**config.mk**
```make
export PLATFORM = sky130hd
export DESIGN_NAME = rbtfo_core
export DESIGN_NICKNAME = d
export VERILOG_FILES = /design/src/rbtfo_pkg.sv /design/src/rbtfo_core.sv /design/src/rbtfo_regfile.sv
export SDC_FILE = /design/constraint.sdc
export NUM_CORES = 1
export LEC_CHECK = 0
export BUFFER_PORTS_ARGS = -buffer_cell sky130_fd_sc_hd__buf_2
export CAP_MARGIN = 20
export CORE_MARGIN = 1
export CORE_UTILIZATION = 64
export CTS_CLUSTER_SIZE = 24
export DETAILED_ROUTE_END_ITERATION = 16
export GPL_TIMING_DRIVEN = 0
export PLACE_DENSITY = 0.93
export SETUP_SLACK_MARGIN = 0.3
export SYNTH_ARGS = -nofsm -noshare
export SYNTH_HDL_FRONTEND = slang
export SYNTH_HIERARCHICAL = 1
export SYNTH_SLANG_ARGS = --single-unit
```
**constraint.sdc**
```tcl
create_clock -name clk_i -period 7 [get_ports clk_i]
set_clock_uncertainty 0.1 [all_clocks]
set_input_delay 0.35 -clock clk_i [delete_from_list [all_inputs] [get_ports clk_i]]
set_output_delay 0.35 -clock clk_i [all_outputs]
set_load 0.05 [all_outputs]
```
**src/rbtfo_pkg.sv**
```systemverilog
// constants, opcodes and states of the rotate and bit-transfer slice
package rbtfo_pkg;

    // register word offsets (byte addresses on the wishbone port)
    localparam logic [7:0] OFF_CMD      = 8'h00;
    localparam logic [7:0] OFF_STATUS   = 8'h04;
    localparam logic [7:0] OFF_DEST_SEL = 8'h08;
    localparam logic [7:0] OFF_SRC_SEL  = 8'h0C;
    localparam logic [7:0] OFF_REG_DATA = 8'h10;

    // command word layout
    localparam int CMD_OP_LSB  = 0;
    localparam int CMD_OP_W    = 3;
    localparam int CMD_BIT_LSB = 3;
    localparam int CMD_BIT_W   = 3;
    localparam int CMD_W       = 6;

    // status register bit positions
    localparam int FLAG_C = 0;
    localparam int FLAG_Z = 1;
    localparam int FLAG_N = 2;
    localparam int FLAG_V = 3;
    localparam int FLAG_S = 4;
    localparam int FLAG_H = 5;
    localparam int FLAG_T = 6;
    localparam int FLAG_I = 7;

    localparam logic [7:0] STATUS_RST = 8'h00;
    localparam int         DATA_W     = 8;
    localparam int         NREG_DEF   = 32;
    localparam int         WB_DW      = 32;
    localparam int         WB_SW      = 4;

    typedef enum logic [2:0] {
        NOP_OP                    = 3'h0,
        ROTATE_LEFT_CARRY_OP      = 3'h1,
        ROTATE_RIGHT_CARRY_OP     = 3'h2,
        BIT_STORE_TO_TRANSFER_OP  = 3'h3,
        BIT_LOAD_FROM_TRANSFER_OP = 3'h4,
        SET_SIGNED_FLAG_OP        = 3'h5,
        CLEAR_SIGNED_FLAG_OP      = 3'h6,
        NIBBLE_SWAP_OP            = 3'h7
    } rbtfo_op_t;

    typedef enum logic [1:0] {
        ST_IDLE   = 2'h0,
        ST_EXEC   = 2'h1,
        ST_RDWAIT = 2'h2
    } rbtfo_state_t;

endpackage : rbtfo_pkg

```
**src/rbtfo_core.sv**
```systemverilog
// wishbone-reached slice: rotates through carry, transfer-bit moves, S flag
// Function
// - rotate left: bit0 gets carry, carry gets bit7
// - rotate right: bit7 gets carry, carry gets bit0
// - bit store copies source bit into T
// - bit load writes T into destination bit
// - set signed flag forces S to one
// - clear signed flag forces S to zero
`timescale 1ns/1ps
module rbtfo_core #(
    parameter int NREG  = rbtfo_pkg::NREG_DEF,
    parameter int ADR_W = 8
) (
    input  wire logic                        clk_i,
    input  wire logic                        rst_i,
    input  wire logic                        wb_cyc_i,
    input  wire logic                        wb_stb_i,
    input  wire logic                        wb_we_i,
    input  wire logic [ADR_W-1:0]            wb_adr_i,
    input  wire logic [rbtfo_pkg::WB_SW-1:0] wb_sel_i,
    input  wire logic [rbtfo_pkg::WB_DW-1:0] wb_dat_i,
    output logic      [rbtfo_pkg::WB_DW-1:0] wb_dat_o,
    output logic                             wb_ack_o,
    output logic      [7:0]                  status_o
);

    localparam int RIDX_W = $clog2(NREG);
    localparam int DW     = rbtfo_pkg::DATA_W;

    generate
        if (NREG < 2 || NREG > 256 || (1 << RIDX_W) != NREG || ADR_W < 5)
        begin : g_bad_param
            $error("register count or address width out of range");
        end
    endgenerate
    function automatic logic hit(input logic [ADR_W-1:0] adr,
                                 input logic [7:0]       off);
        hit = (adr == ADR_W'(off));
    endfunction : hit

    // flag update shared by both rotates: Z, N, C, V from result and carry
    function automatic logic [7:0] rot_flags(input logic [7:0]    st,
                                             input logic [DW-1:0] res,
                                             input logic          c);
        logic [7:0] f;
        f = st;
        f[rbtfo_pkg::FLAG_C] = c;
        f[rbtfo_pkg::FLAG_Z] = (res == '0);
        f[rbtfo_pkg::FLAG_N] = res[DW-1];
        f[rbtfo_pkg::FLAG_V] = res[DW-1] ^ c;
        rot_flags = f;
    endfunction : rot_flags

    rbtfo_pkg::rbtfo_state_t state_reg;
    rbtfo_pkg::rbtfo_state_t state_next;
    logic [rbtfo_pkg::CMD_W-1:0] cmd_reg;
    logic [rbtfo_pkg::CMD_W-1:0] cmd_next;
    logic [7:0]                  status_reg;
    logic [7:0]                  status_next;
    logic [RIDX_W-1:0]           dest_sel_reg;
    logic [RIDX_W-1:0]           dest_sel_next;
    logic [RIDX_W-1:0]           src_sel_reg;
    logic [RIDX_W-1:0]           src_sel_next;
    logic                        ack_reg;
    logic                        ack_next;
    logic [rbtfo_pkg::WB_DW-1:0] dat_reg;
    logic [rbtfo_pkg::WB_DW-1:0] dat_next;
    logic              mem_we;
    logic [RIDX_W-1:0] mem_waddr;
    logic [DW-1:0]     mem_wdata;
    logic [RIDX_W-1:0] mem_raddr;
    logic [DW-1:0]     mem_rdata;
    rbtfo_pkg::rbtfo_op_t  cur_op;
    rbtfo_pkg::rbtfo_op_t  new_op;
    logic [2:0]            cur_bit;
    logic                  req;
    logic                  wr_lane;
    assign cur_op  = rbtfo_pkg::rbtfo_op_t'(
        cmd_reg[rbtfo_pkg::CMD_OP_LSB +: rbtfo_pkg::CMD_OP_W]);
    assign new_op  = rbtfo_pkg::rbtfo_op_t'(
        wb_dat_i[rbtfo_pkg::CMD_OP_LSB +: rbtfo_pkg::CMD_OP_W]);
    assign cur_bit = cmd_reg[rbtfo_pkg::CMD_BIT_LSB +: rbtfo_pkg::CMD_BIT_W];
    // ack_reg gate keeps a still-held strobe from starting a second access
    assign req     = wb_cyc_i && wb_stb_i && !ack_reg;
    assign wr_lane = wb_we_i && wb_sel_i[0];
    rbtfo_regfile #(
        .DEPTH (NREG),
        .WIDTH (DW),
        .AW    (RIDX_W)
    ) u_regfile (
        .clk_i   (clk_i),
        .we_i    (mem_we),
        .waddr_i (mem_waddr),
        .wdata_i (mem_wdata),
        .raddr_i (mem_raddr),
        .rdata_o (mem_rdata)
    );
    always_comb
    begin
        logic [DW-1:0] res;
        res           = mem_rdata;
        state_next    = state_reg;
        cmd_next      = cmd_reg;
        status_next   = status_reg;
        dest_sel_next = dest_sel_reg;
        src_sel_next  = src_sel_reg;
        ack_next      = 1'b0;
        dat_next      = dat_reg;
        mem_we        = 1'b0;
        mem_waddr     = dest_sel_reg;
        mem_wdata     = wb_dat_i[DW-1:0];
        mem_raddr     = dest_sel_reg;
        case (state_reg)
            rbtfo_pkg::ST_IDLE:
            begin
                if (req && wr_lane && hit(wb_adr_i, rbtfo_pkg::OFF_CMD))
                begin
                    cmd_next = wb_dat_i[rbtfo_pkg::CMD_W-1:0];
                    case (new_op)
                        rbtfo_pkg::SET_SIGNED_FLAG_OP:
                        begin
                            status_next[rbtfo_pkg::FLAG_S] = 1'b1;
                            ack_next = 1'b1;
                        end
                        rbtfo_pkg::CLEAR_SIGNED_FLAG_OP:
                        begin
                            status_next[rbtfo_pkg::FLAG_S] = 1'b0;
                            ack_next = 1'b1;
                        end
                        rbtfo_pkg::NOP_OP:
                        begin
                            ack_next = 1'b1;
                        end
                        rbtfo_pkg::BIT_STORE_TO_TRANSFER_OP:
                        begin
                            mem_raddr  = src_sel_reg;
                            state_next = rbtfo_pkg::ST_EXEC;
                        end
                        default:
                        begin
                            state_next = rbtfo_pkg::ST_EXEC;
                        end
                    endcase
                end
                else if (req && wr_lane)
                begin
                    ack_next = 1'b1;
                    if (hit(wb_adr_i, rbtfo_pkg::OFF_STATUS))
                    begin
                        status_next = wb_dat_i[7:0];
                    end
                    if (hit(wb_adr_i, rbtfo_pkg::OFF_DEST_SEL))
                    begin
                        dest_sel_next = wb_dat_i[RIDX_W-1:0];
                    end
                    if (hit(wb_adr_i, rbtfo_pkg::OFF_SRC_SEL))
                    begin
                        src_sel_next = wb_dat_i[RIDX_W-1:0];
                    end
                    if (hit(wb_adr_i, rbtfo_pkg::OFF_REG_DATA))
                    begin
                        mem_we = 1'b1;
                    end
                end
                else if (req && wb_we_i)
                begin
                    ack_next = 1'b1;
                end
                else if (req && hit(wb_adr_i, rbtfo_pkg::OFF_REG_DATA))
                begin
                    state_next = rbtfo_pkg::ST_RDWAIT;
                end
                else if (req)
                begin
                    ack_next = 1'b1;
                    dat_next = '0;
                    if (hit(wb_adr_i, rbtfo_pkg::OFF_CMD))
                    begin
                        dat_next[rbtfo_pkg::CMD_W-1:0] = cmd_reg;
                    end
                    if (hit(wb_adr_i, rbtfo_pkg::OFF_STATUS))
                    begin
                        dat_next[7:0] = status_reg;
                    end
                    if (hit(wb_adr_i, rbtfo_pkg::OFF_DEST_SEL))
                    begin
                        dat_next[RIDX_W-1:0] = dest_sel_reg;
                    end
                    if (hit(wb_adr_i, rbtfo_pkg::OFF_SRC_SEL))
                    begin
                        dat_next[RIDX_W-1:0] = src_sel_reg;
                    end
                end
            end
            rbtfo_pkg::ST_EXEC:
            begin
                ack_next   = 1'b1;
                state_next = rbtfo_pkg::ST_IDLE;
                case (cur_op)
                    rbtfo_pkg::ROTATE_LEFT_CARRY_OP:
                    begin
                        res = {mem_rdata[DW-2:0],
                               status_reg[rbtfo_pkg::FLAG_C]};
                        status_next = rot_flags(status_reg, res,
                                                mem_rdata[DW-1]);
                        mem_we = 1'b1;
                    end
                    rbtfo_pkg::ROTATE_RIGHT_CARRY_OP:
                    begin
                        res = {status_reg[rbtfo_pkg::FLAG_C],
                               mem_rdata[DW-1:1]};
                        status_next = rot_flags(status_reg, res,
                                                mem_rdata[0]);
                        mem_we = 1'b1;
                    end
                    rbtfo_pkg::BIT_STORE_TO_TRANSFER_OP:
                    begin
                        status_next[rbtfo_pkg::FLAG_T] =
                            mem_rdata[cur_bit];
                    end
                    rbtfo_pkg::BIT_LOAD_FROM_TRANSFER_OP:
                    begin
                        res[cur_bit] = status_reg[rbtfo_pkg::FLAG_T];
                        mem_we = 1'b1;
                    end
                    rbtfo_pkg::NIBBLE_SWAP_OP:
                    begin
                        res = {mem_rdata[3:0], mem_rdata[7:4]};
                        mem_we = 1'b1;
                    end
                    default:
                    begin
                        res = mem_rdata;
                    end
                endcase
                mem_wdata = res;
            end
            rbtfo_pkg::ST_RDWAIT:
            begin
                ack_next   = 1'b1;
                dat_next   = '0;
                dat_next[DW-1:0] = mem_rdata;
                state_next = rbtfo_pkg::ST_IDLE;
            end
            default:
            begin
                state_next = rbtfo_pkg::ST_IDLE;
            end
        endcase
    end
    always_ff @(posedge clk_i)
    begin
        if (rst_i)
        begin
            state_reg    <= rbtfo_pkg::ST_IDLE;
            cmd_reg      <= '0;
            status_reg   <= rbtfo_pkg::STATUS_RST;
            dest_sel_reg <= '0;
            src_sel_reg  <= '0;
            ack_reg      <= 1'b0;
            dat_reg      <= '0;
        end
        else
        begin
            state_reg    <= state_next;
            cmd_reg      <= cmd_next;
            status_reg   <= status_next;
            dest_sel_reg <= dest_sel_next;
            src_sel_reg  <= src_sel_next;
            ack_reg      <= ack_next;
            dat_reg      <= dat_next;
        end
    end
    assign wb_ack_o = ack_reg;
    assign wb_dat_o = dat_reg;
    assign status_o = status_reg;

    logic in_exec;
    logic cmd_take;
    assign in_exec  = (state_reg == rbtfo_pkg::ST_EXEC);
    assign cmd_take = (state_reg == rbtfo_pkg::ST_IDLE) && req && wr_lane
                      && hit(wb_adr_i, rbtfo_pkg::OFF_CMD);
endmodule : rbtfo_core

```
**src/rbtfo_regfile.sv**
```systemverilog
// working register file, one write port, registered read port
`timescale 1ns/1ps
module rbtfo_regfile #(
    parameter int DEPTH = 32,
    parameter int WIDTH = 8,
    parameter int AW    = 5
) (
    input  wire logic             clk_i,
    input  wire logic             we_i,
    input  wire logic [AW-1:0]    waddr_i,
    input  wire logic [WIDTH-1:0] wdata_i,
    input  wire logic [AW-1:0]    raddr_i,
    output logic      [WIDTH-1:0] rdata_o
);

    logic [WIDTH-1:0] mem_reg [DEPTH];

    generate
        if (DEPTH != (1 << AW))
        begin : g_bad_depth
            $error("regfile depth must equal two to the address width");
        end
    endgenerate

    // no reset on the array: contents are undefined until software loads them
    always_ff @(posedge clk_i)
    begin
        if (we_i)
        begin
            mem_reg[waddr_i] <= wdata_i;
        end
        rdata_o <= mem_reg[raddr_i];
    end

endmodule : rbtfo_regfile

```
==> results.md, run 1 <==
Run status:
- The run finished with clean final reports.

Drt:
- The detailed-route vias per instance is 6.81.
- Before antenna repair, the detailed router went through 6 iterations.
- The detailed router placed 7892 vias in this run.
- The first routing iteration left 1167 violations.
- The detail route stage leaves a number of antenna-violating nets equal to 0.
- The final layout contains routed wiring with a total length of 32.2 mm.
- After detailed routing, the number of remaining DRC violations is 0.
- The routed wirelength normalized by instance count is 27.8 um.

Critical path:
- At the worst endpoint, the required time is 7.35 ns.
- Counting cells, the worst reg-to-reg path comes to 13.
- The cell class contributing the biggest share of worst-path delay is buffers and inverters.
- The endpoint of the worst register-to-register path is u_regfile/rdata_o[1].
- The setup check on the worst reg-to-reg path leaves a slack of 1.98 ns.
- The critical path goes through inv_1 > ha_1 > and4b_1 > nand4_2 > or3_1 > buf_6 > nor3_4 > mux2_2 > clkbuf_1 > buf_1 > mux4_2 > mux4_2 > mux2_2.
- The delay of the slowest cell on the worst path is 0.73 ns.
- The critical setup path kind is flip-flop to flip-flop.
- The sort of element at the end of the critical path is a flip-flop.
- The maximum fanout count along the critical path is 10.
- The startpoint identified for the worst register-to-register timing path is state_reg[0].
- STA classifies the critical path startpoint as a flip-flop.
- The buffer and inverter count on the worst path is 4.
- For the worst setup path, the data arrival time is 5.37 ns.
- The slowest library cell on the worst path is buf_1.

Power:
- VDD sags by at most 0.251 mV.
- In this run the power density over the cells is 246 nW/um^2.
- Summed over all cells, the static leakage comes to 4.71 nW.
- The total chip power is 3.57 mW.

Synth:
- For this run, the register share of the synthesized area comes to 0.665.
- The dominant register cell in the synthesized netlist is edfxtp_1.
- The synthesized-area fraction occupied by ao, oa, aoi and oai cells is 0.0483.
- The cell area that synthesis handed to floorplanning was 12900 um^2.
- The cell type with the largest total area after synthesis is edfxtp_1.
- The mean instance size in the synthesized netlist is 16.5 um^2.
- The commonest cells after synthesis are edfxtp_1 (256), mux4_2 (80), nor2_1 (77).
- The number of instances in the synthesized netlist is 777.
- The share of flip-flops with an asynchronous set or reset after synthesis is 0.
- The portion of synthesized area spent on multiplexers is 0.169.
- Of the total synthesized cell area, the portion taken by XOR and XNOR cells is 0.00341.
- Of the post-synthesis cell area, the dominant cell type holds 0.598.
- Ranked by total cell area, the synthesized netlist is headed by edfxtp_1 (60%), mux4_2 (14%), dfxtp_1 (6.7%).
- Among all cell types in the netlist, the one instantiated most often is edfxtp_1.
- Of the total synthesized cell area, the portion taken by AND, OR, NAND and NOR gates is 0.0743.
- The number of synthesis warnings is 6.
- Of the total synthesized cell area, the portion taken by full adders, half adders and majority gates is 0.00487.
- The combinational family with the most area after synthesis is multiplexers.
- Yosys mapped a number of flops with a built-in enable equal to 256.
- After synthesis, the netlist uses 56 different library cells.
- The count of state elements after synthesis is 299.

Timing:
- The remaining max-slew budget at the tightest pin is 0.296.
- In the finished design, the share of the clock period the worst path needs comes to 0.717.
- For the finished layout, the period the worst path requires is 5.02 ns.
- The setup slack after layout is 1.98 ns.
- Static timing analysis puts the maximum clock frequency at 0.199 GHz.
- Setup repair after global routing left no endpoint under its margin.
- For the final routed database, the setup TNS stands at 0 ns.
- The number of hold violations in the final report is 0.
- The number of setup violations in the final report is 0.
- The actual slew at the worst max-slew pin is 1.06 ns.
- The count of pins over their slew limit came to 0.

Final layout:
- The final layout net count is 929.
- The number of inserted diodes is 0.
- The summed area of non-filler cells in the final layout is 14500 um^2.
- The number of flip-flops in the largest register is 256.
- Of the cells placed in the final design, the portion with a size suffix greater than 1 is 0.255.
- The area growth from synthesis to layout is 13.1%.
- The fill cell total of the finished layout is 1139.
- The count of cells in the finished layout, fillers not included, comes to 1159.

Placed design:
- The post-place setup slack is 2.16 ns.
- The wire-length estimate of the detail-placed layout is 20.6 mm.
- Port buffering added 34 buffers.
- The cell area reported after detailed placement is 13600 um^2.
- The number of cells in the design after placement is 1106.
- At the end of routability-driven placement, the weighted congestion stood at 0.900.

CTS:
- In this run, post-CTS repair resized a total of 0 instances.
- The buffer cell driving the clock tree root is clkbuf_16.
- At the later pin of the worst-skew pair, clock insertion delay measures 0.57 ns.
- Clock tree synthesis inserted a total of 29 buffers.
- The clock tree from TritonCTS is done.
- The clock passes through at most 3 buffers.
- The number of setup buffers added after CTS is 0.
- The clock sink count is 299.
- The number of hold buffers added after cts is 3.
- In this run the number of H-tree levels came out at 1.
- After clock tree synthesis, the clock-pin slew on the worst setup and hold paths is 0.07 ns.

Min path:
- The worst hold path begins at wb_dat_i[0].
- The path class of the tightest hold or removal check is primary input to flip-flop.
- Along the worst hold path, the cell count comes to 3.
- The path with the worst hold slack has its endpoint at cmd_reg[0].

Global routing:
- The number of global-route vias before repair is 7646.
- The initial antenna violation count was 0.
- The first global-routing pass estimated 48.1 mm of wire.
- Entering global routing, the biggest net connects 33 pins.
- The total congestion overflow after global routing is 0.
- In the global route stage, overall resource usage came out at 0.330.

Job:
- Across the run, the number of max-cap violations was 0.

Floorplanning:
- The floorplan step set the die height to 144 um.
- The core region is 19600 um^2.
- The number of rows created at floorplan is 51.
- 90 I/O pins were placed.
- For this configuration, the core starts out at a cell density of 0.656.
- Measured along the x axis, the die boundary spans 144 um.
- The full die area is 20700 um^2.
through the flow:
step / utilization / hold WS, ns
2_1_floorplan: - / 0.377
3_3_place_gp: 0.686 / 0.372
3_5_place_dp: 0.694 / 0.370
4_1_cts: 0.742 / 0.0298
5_1_grt: 0.742 / 0.0577
6_report: 0.742 / 0.0278
layer usage:
metal	part of all wire	track usage	up-vias
li1	-	-	3241
met1	0.37	0.440	3911
met2	0.49	0.548	629
met3	0.10	0.0580	111
met4	0.043	0.127	0
met5	0	0	-
area by class of cell:
class                      count  area, um^2  area share
sequential                   299        8550       0.588
multi-input combinational    422        4010       0.276
clock buffer                  37         798      0.0549
buffer                        72         417      0.0287
tap                          265         332      0.0228
timing repair buffer          44         298      0.0205
clock inverter                13         103     0.00706
inverter                       7        26.3     0.00181
worst max path at each step:
stage,to,cells past startpoint,startpoint
after floorplan,u_regfile/rdata_o[0],13,state_reg[0]
after global placement,u_regfile/rdata_o[1],13,state_reg[0]
after detailed placement,u_regfile/rdata_o[1],13,state_reg[0]
after CTS,u_regfile/rdata_o[1],13,state_reg[0]
after global routing,u_regfile/rdata_o[1],13,state_reg[1]
final,u_regfile/rdata_o[1],13,state_reg[0]
logic make-up after synthesis:
group | after synthesis
compound gates | 89
xor+xnor | 5
fa+ha+maj | 5
buf+inv | 79
flops | 299
mux | 116
other cells | 1
simple gates | 183
cells in the final DEF (no fill, tap or decap), types with 6 or more instances in the layout:
master	n
a22o_1	8
a21oi_1	19
nor2_1	77
buf_2	37
nand3_1	8
nor2b_1	19
edfxtp_1	256
mux2_2	13
nand2_1	24
nand3b_1	6
inv_1	6
a221oi_1	11
clkinv_1	8
nor3_1	11
dfxtp_1	43
buf_4	34
o211ai_1	8
conb_1	24
mux4_2	80
clkbuf_16	31
clkbuf_1	34
mux2i_1	23
o21ai_0	12
worst reg2reg max path, stage by stage, from the launching register on:
cell	delay, ns
dfxtp_1	0.34
inv_1	0.09
ha_1	0.25
and4b_1	0.30
nand4_2	0.17
or3_1	0.37
buf_6	0.17
nor3_4	0.30
mux2_2	0.22
clkbuf_1	0.56
buf_1	0.73
mux4_2	0.49
mux4_2	0.53
mux2_2	0.29
power breakdown:
part           leakage, nW  internal (mW)  total (mW)  switching (mW)
combinational         1.62         0.0352       0.129          0.0936
sequential            2.65           1.93        1.93         0.00137
clock                0.436          0.842        1.51           0.666
Note: power is estimated with default switching activity, not from simulation.
==> inputs of run 2 (changes only) <==
- CORE_UTILIZATION: 64 -> 60
- PLACE_DENSITY: 0.93 -> 0.88
- clock period: 7 -> 5.25 ns (I/O delays scaled with it)
==> results.md, run 2 (synthesized netlist as in run 1, its figures left out) <==
Critical path:
- The critical path data required time is 5.59 ns (-1.76 ns).
- The setup slack of the worst register-to-register path came to 0.51 ns (-1.47 ns).
- The sort of element at the end of the critical path is a flip-flop.
- The maximum fanout count along the critical path is 10 (unchanged).
- Traced cell by cell, the critical path runs through inv_1 > ha_1 > and4b_1 > nand4_2 > or3_1 > buf_6 > nor3_4 > mux2_2 > clkbuf_1 > clkbuf_2 > mux4_2 > mux4_2 > mux2_2.
- The data arrival time of the worst path is 5.08 ns (-0.29 ns).
- Broken down by cell family, the worst path's largest delay share belongs to multiplexers.
- The startpoint type of the worst setup path is a flip-flop.
- The critical setup path kind is flip-flop to flip-flop.
- The delay of the slowest cell on the worst path is 0.56 ns (-0.17 ns).
- On the critical path, the stage with the largest delay is an instance of clkbuf_1.
- The buffer and inverter count on the worst path is 4 (unchanged).

Final layout:
- The number of inserted diodes is 0 (unchanged).
- Leaving out fill and tap cells, the most frequent cells in the layout are edfxtp_1 (256), mux4_2 (80), nor2_1 (77).
- The final layout net count is 933 (+0.43%).
- The most common cell after layout, fill and taps aside is edfxtp_1.
- The fraction of layout cells with a size suffix above 1 came to 0.270 (+0.0152).
- The number of cells in the finished layout apart from fillers came to 1178 (+1.6%).
- The number of flip-flops in the largest register is 256 (unchanged).
- The share of the core filled with cells in the final layout was 0.703 (-0.0394).
- The layout-stage area growth over the synthesis result is 14.9%.

Timing:
- Setup repair after global routing left no endpoint under its margin.
- The remaining max-slew budget at the tightest pin is 0.265 (-0.0304).
- The number of setup violations in the final report is 0 (unchanged).
- The count of pins over their slew limit came to 0 (unchanged).
- The actual slew at the worst max-slew pin is 1.10 ns (+0.0420 ns).
- The share of the cycle needed by the critical path after routing is 0.903 (+0.186).
- The final total negative setup slack came to 0 ns (unchanged).
- The number of hold violations in the final report is 0 (unchanged).
- The post-route minimum period is 4.74 ns (-0.277 ns).
- The highest clock rate was 0.211 GHz (+5.8%).

Floorplanning:
- The overall die height was 148 um (+3.2%).
- The core region area is 21000 um^2 (+7.3%).
- The initial core utilization came to 0.612 (-0.0447).
- The full die area is 22000 um^2 (+6.6%).
- The chip width came to 148 um (+3.2%).
- The number of rows created at floorplan is 53 (+3.9%).
- The count of boundary I/O pins is 90 (unchanged).

Power:
- The reported leakage power is 4.82 nW (+2.5%).
- The power density over cell area was 339 nW/um^2 (+38%).
- The peak ir drop on the vdd network is 0.300 mV (+19%).

Global routing:
- The first-pass GRT wire length is 47.4 mm (-1.5%).
- The total congestion overflow after global routing is 0 (unchanged).
- The overall track demand over capacity in global routing is 0.298 (-0.0319).
- The largest net degree at the start of global routing is 33 (unchanged).
- The number of global-route vias before repair is 7658 (+0.16%).
- The initial antenna violation count is 0 (unchanged).

Placed design:
- The post-detailed-placement half-perimeter wirelength came to 20.2 mm (-2.2%).
- The global placer's final weighted congestion is 0.926 (+2.9%).
- The number of cells in the design after placement is 1115 (+0.81%).
- The count of port buffers added during placement is 34 (unchanged).

CTS:
- TritonCTS built the clock tree.
- The clock-pin transition on the worst setup and hold timing paths was 0.06 ns (about the same).
- The buffer cell driving the clock tree root is clkbuf_16.
- The clock buffer count from CTS is 30 (+3.4%).
- The clock latency on the worst-skew pair came to 0.58 ns (about the same).
- The maximum buffer depth of the clock tree came to 3 (unchanged).
- The CTS H-tree depth is 1 (unchanged).
- The post-CTS setup buffer count is 0 (unchanged).
- The clock sink count is 299 (unchanged).

Run status:
- The run finished with clean final reports.

Min path:
- The class of the most critical hold timing path is primary input to flip-flop.

Drt:
- The routed wirelength normalized by instance count was 26.8 um (-3.6%).
- The starting DRC count in detailed routing came to 957 (-18%).
- The total length of routed wires came to 31.5 mm (-2.0%).
- The count of TritonRoute iterations in the first routing pass is 5 (-1).
- The final routed DRC violation total came to 0 (unchanged).
- The detailed-route vias per instance was 6.62 (-2.7%).
- The remaining antenna violation count after routing is 0 (unchanged).
- The total number of vias is 7801 (-1.2%).

Job:
- The max-cap check violation count is 0 (unchanged).
==> run 2: cell types whose count changed in the layout (fill, tap and decap cells not counted), sizes merged, moves of 3 or more <==
cell / previous run / this run
buf: 85 / 82
bufinv: 1 / 6
clkbuf: 65 / 61
clkinv: 10 / 17
dlygate4sd3: 3 / 7
==> run 2: area by class of cell <==
cell class	instances	area, um^2
Multi-Input combinational cell	422	4040
Sequential cell	299	8550
Clock buffer	31	754
Buffer	72	424
Inverter	7	26.3
Timing Repair Buffer	47	335
Fill cell	1289	6250
Clock inverter	25	299
Tap cell	275	344
==> run 2: what timing repair did <==
action / CTS / global route
resized for setup: 0 / 10
setup endpoints to repair: 0 / 8
endpoints found under the hold margin: 18 / 0
hold buffers: 7 / 0
==> run 2: path summary, 6_finish.rpt <==
kind           startpoint                   end  cells after the start
min           wb_dat_i[1]       dest_sel_reg[1]                      3
max          state_reg[1]  u_regfile/rdata_o[2]                     13
min reg2reg   status_o[4]           status_o[4]                      2
max reg2reg  state_reg[1]  u_regfile/rdata_o[2]                     13
==> run 2: power by group <==
group	switching, mW	internal, mW	total [mW]
registers	0.00191	2.58	2.58
logic	0.124	0.0494	0.173
clock network	0.917	1.34	2.26
total	1.04	3.97	5.01
==> run 2: through the flow <==
stage          instance area [um^2]  power, mW  hold WS [ns]  worst slack (ns)
2_1_floorplan                 12900       2.74         0.306              1.44
3_3_place_gp                  13500       2.79         0.380             0.524
3_5_place_dp                  13600       2.80         0.381             0.416
4_1_cts                       14800       5.03        0.0514             0.362
5_1_grt                       14800       5.14        0.0604             0.404
6_report                      14800       5.01        0.0560             0.510
==> run 2: worst reg2reg max path, delay by kind of cell, from the launching register on <==
family                   cells  cell delay (ns)
AND/OR/NAND/NOR              4             1.16
adder cells (fa/ha/maj)      1             0.26
buffers and inverters        4             1.30
multiplexers                 4             1.47
flip-flops                   1             0.35
==> run 2: metal layers <==
metal	vias to the layer above	GRT usage	part of all wire
met2	568	0.486	0.49
met4	0	0.131	0.047
met1	3888	0.397	0.37
li1	3239	-	-
met5	-	0	0
met3	106	0.0528	0.097
==> inputs of run 3 (changes only) <==
==> constraint.sdc (replaced) <==
create_clock -name clk_i -period 5.25 [get_ports clk_i]
set_clock_uncertainty 0.1 [all_clocks]
set_input_delay 1.05 -clock clk_i [delete_from_list [all_inputs] [get_ports clk_i]]
set_output_delay 1.05 -clock clk_i [all_outputs]
set_load 0.05 [all_outputs]
==> results.md, run 3 (synthesized netlist as in run 1, its figures left out) <==
Critical path:
- The delay of the slowest cell on the worst path is 0.58 ns (+0.02 ns).
- Walking the worst path, the cells encountered are buf_2 > nor4_4 > nand4_2 > or3_1 > buf_6 > nor3_4 > mux2_2 > clkbuf_1 > clkbuf_2 > mux4_2 > mux4_2 > mux2_2.
- The startpoint type of the worst setup path is a primary input.
- The largest individual stage delay along the critical path comes from the cell clkbuf_1.
- The start of the worst register-to-register path is state_reg[1].
- The maximum fanout count along the critical path is 10 (unchanged).
- The endpoint of the worst register-to-register path is u_regfile/rdata_o[0].
- The setup slack of the worst register-to-register path is 0.52 ns (about the same).
- Grouping stages by cell kind, the critical path spends the most delay in multiplexers.
- The sort of element at the end of the critical path is a flip-flop.
- The data arrival time of the worst path came to 5.15 ns (+0.07 ns).
- The worst setup path is of the primary input to flip-flop kind.
- The depth of the worst register-to-register path is 13 (unchanged).
- The buffer and inverter count on the worst path is 4 (unchanged).
- The critical path data required time came to 5.59 ns (about the same).

Final layout:
- The number of cells in the finished layout apart from fillers came to 1171 (-0.59%).
- Leaving out fill and tap cells, the most frequent cells in the layout are edfxtp_1 (256), mux4_2 (80), nor2_1 (77).
- The number of inserted diodes is 0 (unchanged).
- The fraction of layout cells with a size suffix above 1 was 0.272 (+0.00211).
- The layout-stage area growth over the synthesis result is 14.3%.
- Leaving out fill and tap cells, the most frequent cell in the layout is edfxtp_1.
- The number of flip-flops in the largest register is 256 (unchanged).
- The final layout net count was 926 (-0.75%).

Floorplanning:
- The number of rows created at floorplan was 53 (unchanged).
- The core region area was 21000 um^2 (unchanged).
- The overall die height is 148 um (unchanged).
- The count of boundary I/O pins came to 90 (unchanged).
- The initial core utilization was 0.612 (unchanged).
- The chip width is 148 um (unchanged).
- The full die area was 22000 um^2 (unchanged).

Global routing:
- The total congestion overflow after global routing is 0 (unchanged).
- The initial antenna violation count is 0 (unchanged).
- The number of global-route vias before repair is 7631 (-0.35%).
- The first-pass GRT wire length is 47.4 mm (about the same).
- The overall track demand over capacity in global routing came to 0.298 (about the same).
- The largest net degree at the start of global routing is 33 (unchanged).

Drt:
- The final routed DRC violation total is 0 (unchanged).
- The starting DRC count in detailed routing is 904 (-5.5%).
- The detailed-route vias per instance is 6.63 (+0.16%).
- The count of TritonRoute iterations in the first routing pass is 5 (unchanged).
- The total number of vias is 7767 (-0.44%).
- The total length of routed wires is 31.5 mm (-0.16%).
- The remaining antenna violation count after routing is 0 (unchanged).
- The routed wirelength normalized by instance count is 26.9 um (+0.44%).

Placed design:
- The post-detailed-placement half-perimeter wirelength is 20.2 mm (unchanged).
- The number of cells in the design after placement is 1115 (unchanged).
- The count of port buffers added during placement is 34 (unchanged).
- The global placer's final weighted congestion is 0.926 (unchanged).

Timing:
- The share of the cycle needed by the critical path after routing is 0.915 (+0.0121).
- The count of pins over their slew limit was 0 (unchanged).
- The final total negative setup slack is 0 ns (unchanged).
- The number of setup violations in the final report is 0 (unchanged).
- The actual slew at the worst max-slew pin is 1.07 ns (-0.0242 ns).
- The post-route minimum period was 4.80 ns (+0.0636 ns).
- The highest clock rate was 0.208 GHz (-1.3%).
- The number of hold violations in the final report is 0 (unchanged).
- Setup repair after global routing left no endpoint under its margin.
- The remaining max-slew budget at the tightest pin is 0.282 (+0.0162).

Min path:
- The count of cells along the worst hold path is 2 (-1).
- The worst hold path terminates at status_o[2].
- In this run the most critical hold path is launched from status_o[2].
- The path class of the tightest hold or removal check is flip-flop to flip-flop.

Power:
- The reported leakage power came to 4.79 nW (-0.59%).
- The power density over cell area came to 341 nW/um^2 (+0.39%).
- The peak ir drop on the vdd network is 0.297 mV (-0.84%).

CTS:
- The clock buffer count from CTS is 30 (unchanged).
- The number of hold buffers added after cts is 0 (-7).
- The clock latency on the worst-skew pair is 0.58 ns (about the same).
- The CTS H-tree depth is 1 (unchanged).
- The post-CTS setup buffer count is 0 (unchanged).
- The clock tree from TritonCTS is done.
- The maximum buffer depth of the clock tree was 3 (unchanged).
- The clock sink count was 299 (unchanged).
- The clock-pin transition on the worst setup and hold timing paths is 0.07 ns (about the same).
- Clock tree synthesis selected as its root buffer the cell clkbuf_16.

Run status:
- The run finished with clean final reports.

Job:
- The max-cap check violation count came to 0 (unchanged).
==> run 3: through the flow <==
stage	power, mW	util	worst slack (ns)	instance area (um^2)	hold slack [ns]
finish	5.01	0.699	0.446	14700	0.398
global route	5.13	0.699	0.369	14700	0.414
detailed placement	2.80	0.649	-0.260	13600	0.381
global placement	2.79	0.640	-0.147	13500	0.380
CTS	5.03	0.699	0.371	14700	0.390
floorplan	2.74	-	0.858	12900	0.377
==> run 3: worst max path at each step <==
stage          slack (ns)  depth (start not counted)        start              endpoint
6_report             0.45                         12  wb_adr_i[1]  u_regfile/rdata_o[0]
3_3_place_gp        -0.15                         12  wb_adr_i[1]  u_regfile/rdata_o[1]
4_1_cts              0.37                         12  wb_adr_i[1]  u_regfile/rdata_o[3]
3_5_place_dp        -0.26                         12  wb_adr_i[1]  u_regfile/rdata_o[4]
5_1_grt              0.37                         12  wb_adr_i[1]  u_regfile/rdata_o[0]
2_1_floorplan        0.86                         11  wb_adr_i[1]  u_regfile/rdata_o[0]
==> run 3: per-layer routing <==
metal / wire, um / part of all wire / vias up / track usage
met2: 15400 / 0.49 / 541 / 0.486
li1: - / - / 3224 / -
met5: 0 / 0 / - / 0
met3: 2980 / 0.095 / 90 / 0.0509
met4: 1380 / 0.044 / 0 / 0.130
met1: 11700 / 0.37 / 3912 / 0.398
==> run 3: final cells by class <==
class	count	area, um^2
well taps	275	344
flip-flops and latches	299	8550
fillers	1294	6320
clock inverters	25	299
clock buffers	31	754
multi-input cells	422	4040
repair buffers	40	265
plain buffers	72	424
inverters	7	26.3
==> run 3: report_power, final <==
part	switching [mW]	leakage (nW)	internal [mW]	total, mW
Combinational	0.123	1.63	0.0460	0.169
Clock	0.917	0.514	1.34	2.26
Sequential	0.00183	2.65	2.58	2.58
==> run 3: worst reg2reg max path, stage by stage (launching register included) <==
cell and delay, ns:
dfxtp_1 0.35, inv_1 0.09, ha_1 0.26, and4b_1 0.30, nand4_2 0.17, or3_1 0.36
buf_6 0.17, nor3_4 0.31, mux2_2 0.22, clkbuf_1 0.58, clkbuf_2 0.48, mux4_2 0.42
mux4_2 0.52, mux2_2 0.30
==> run 3: repair_timing <==
action / in CTS / in global routing
pin swaps: 0 / 0
hold endpoints to repair: 0 / 0
gates cloned: 0 / 0
gates resized for setup: 3 / 5
endpoints found under the setup margin: 4 / 8
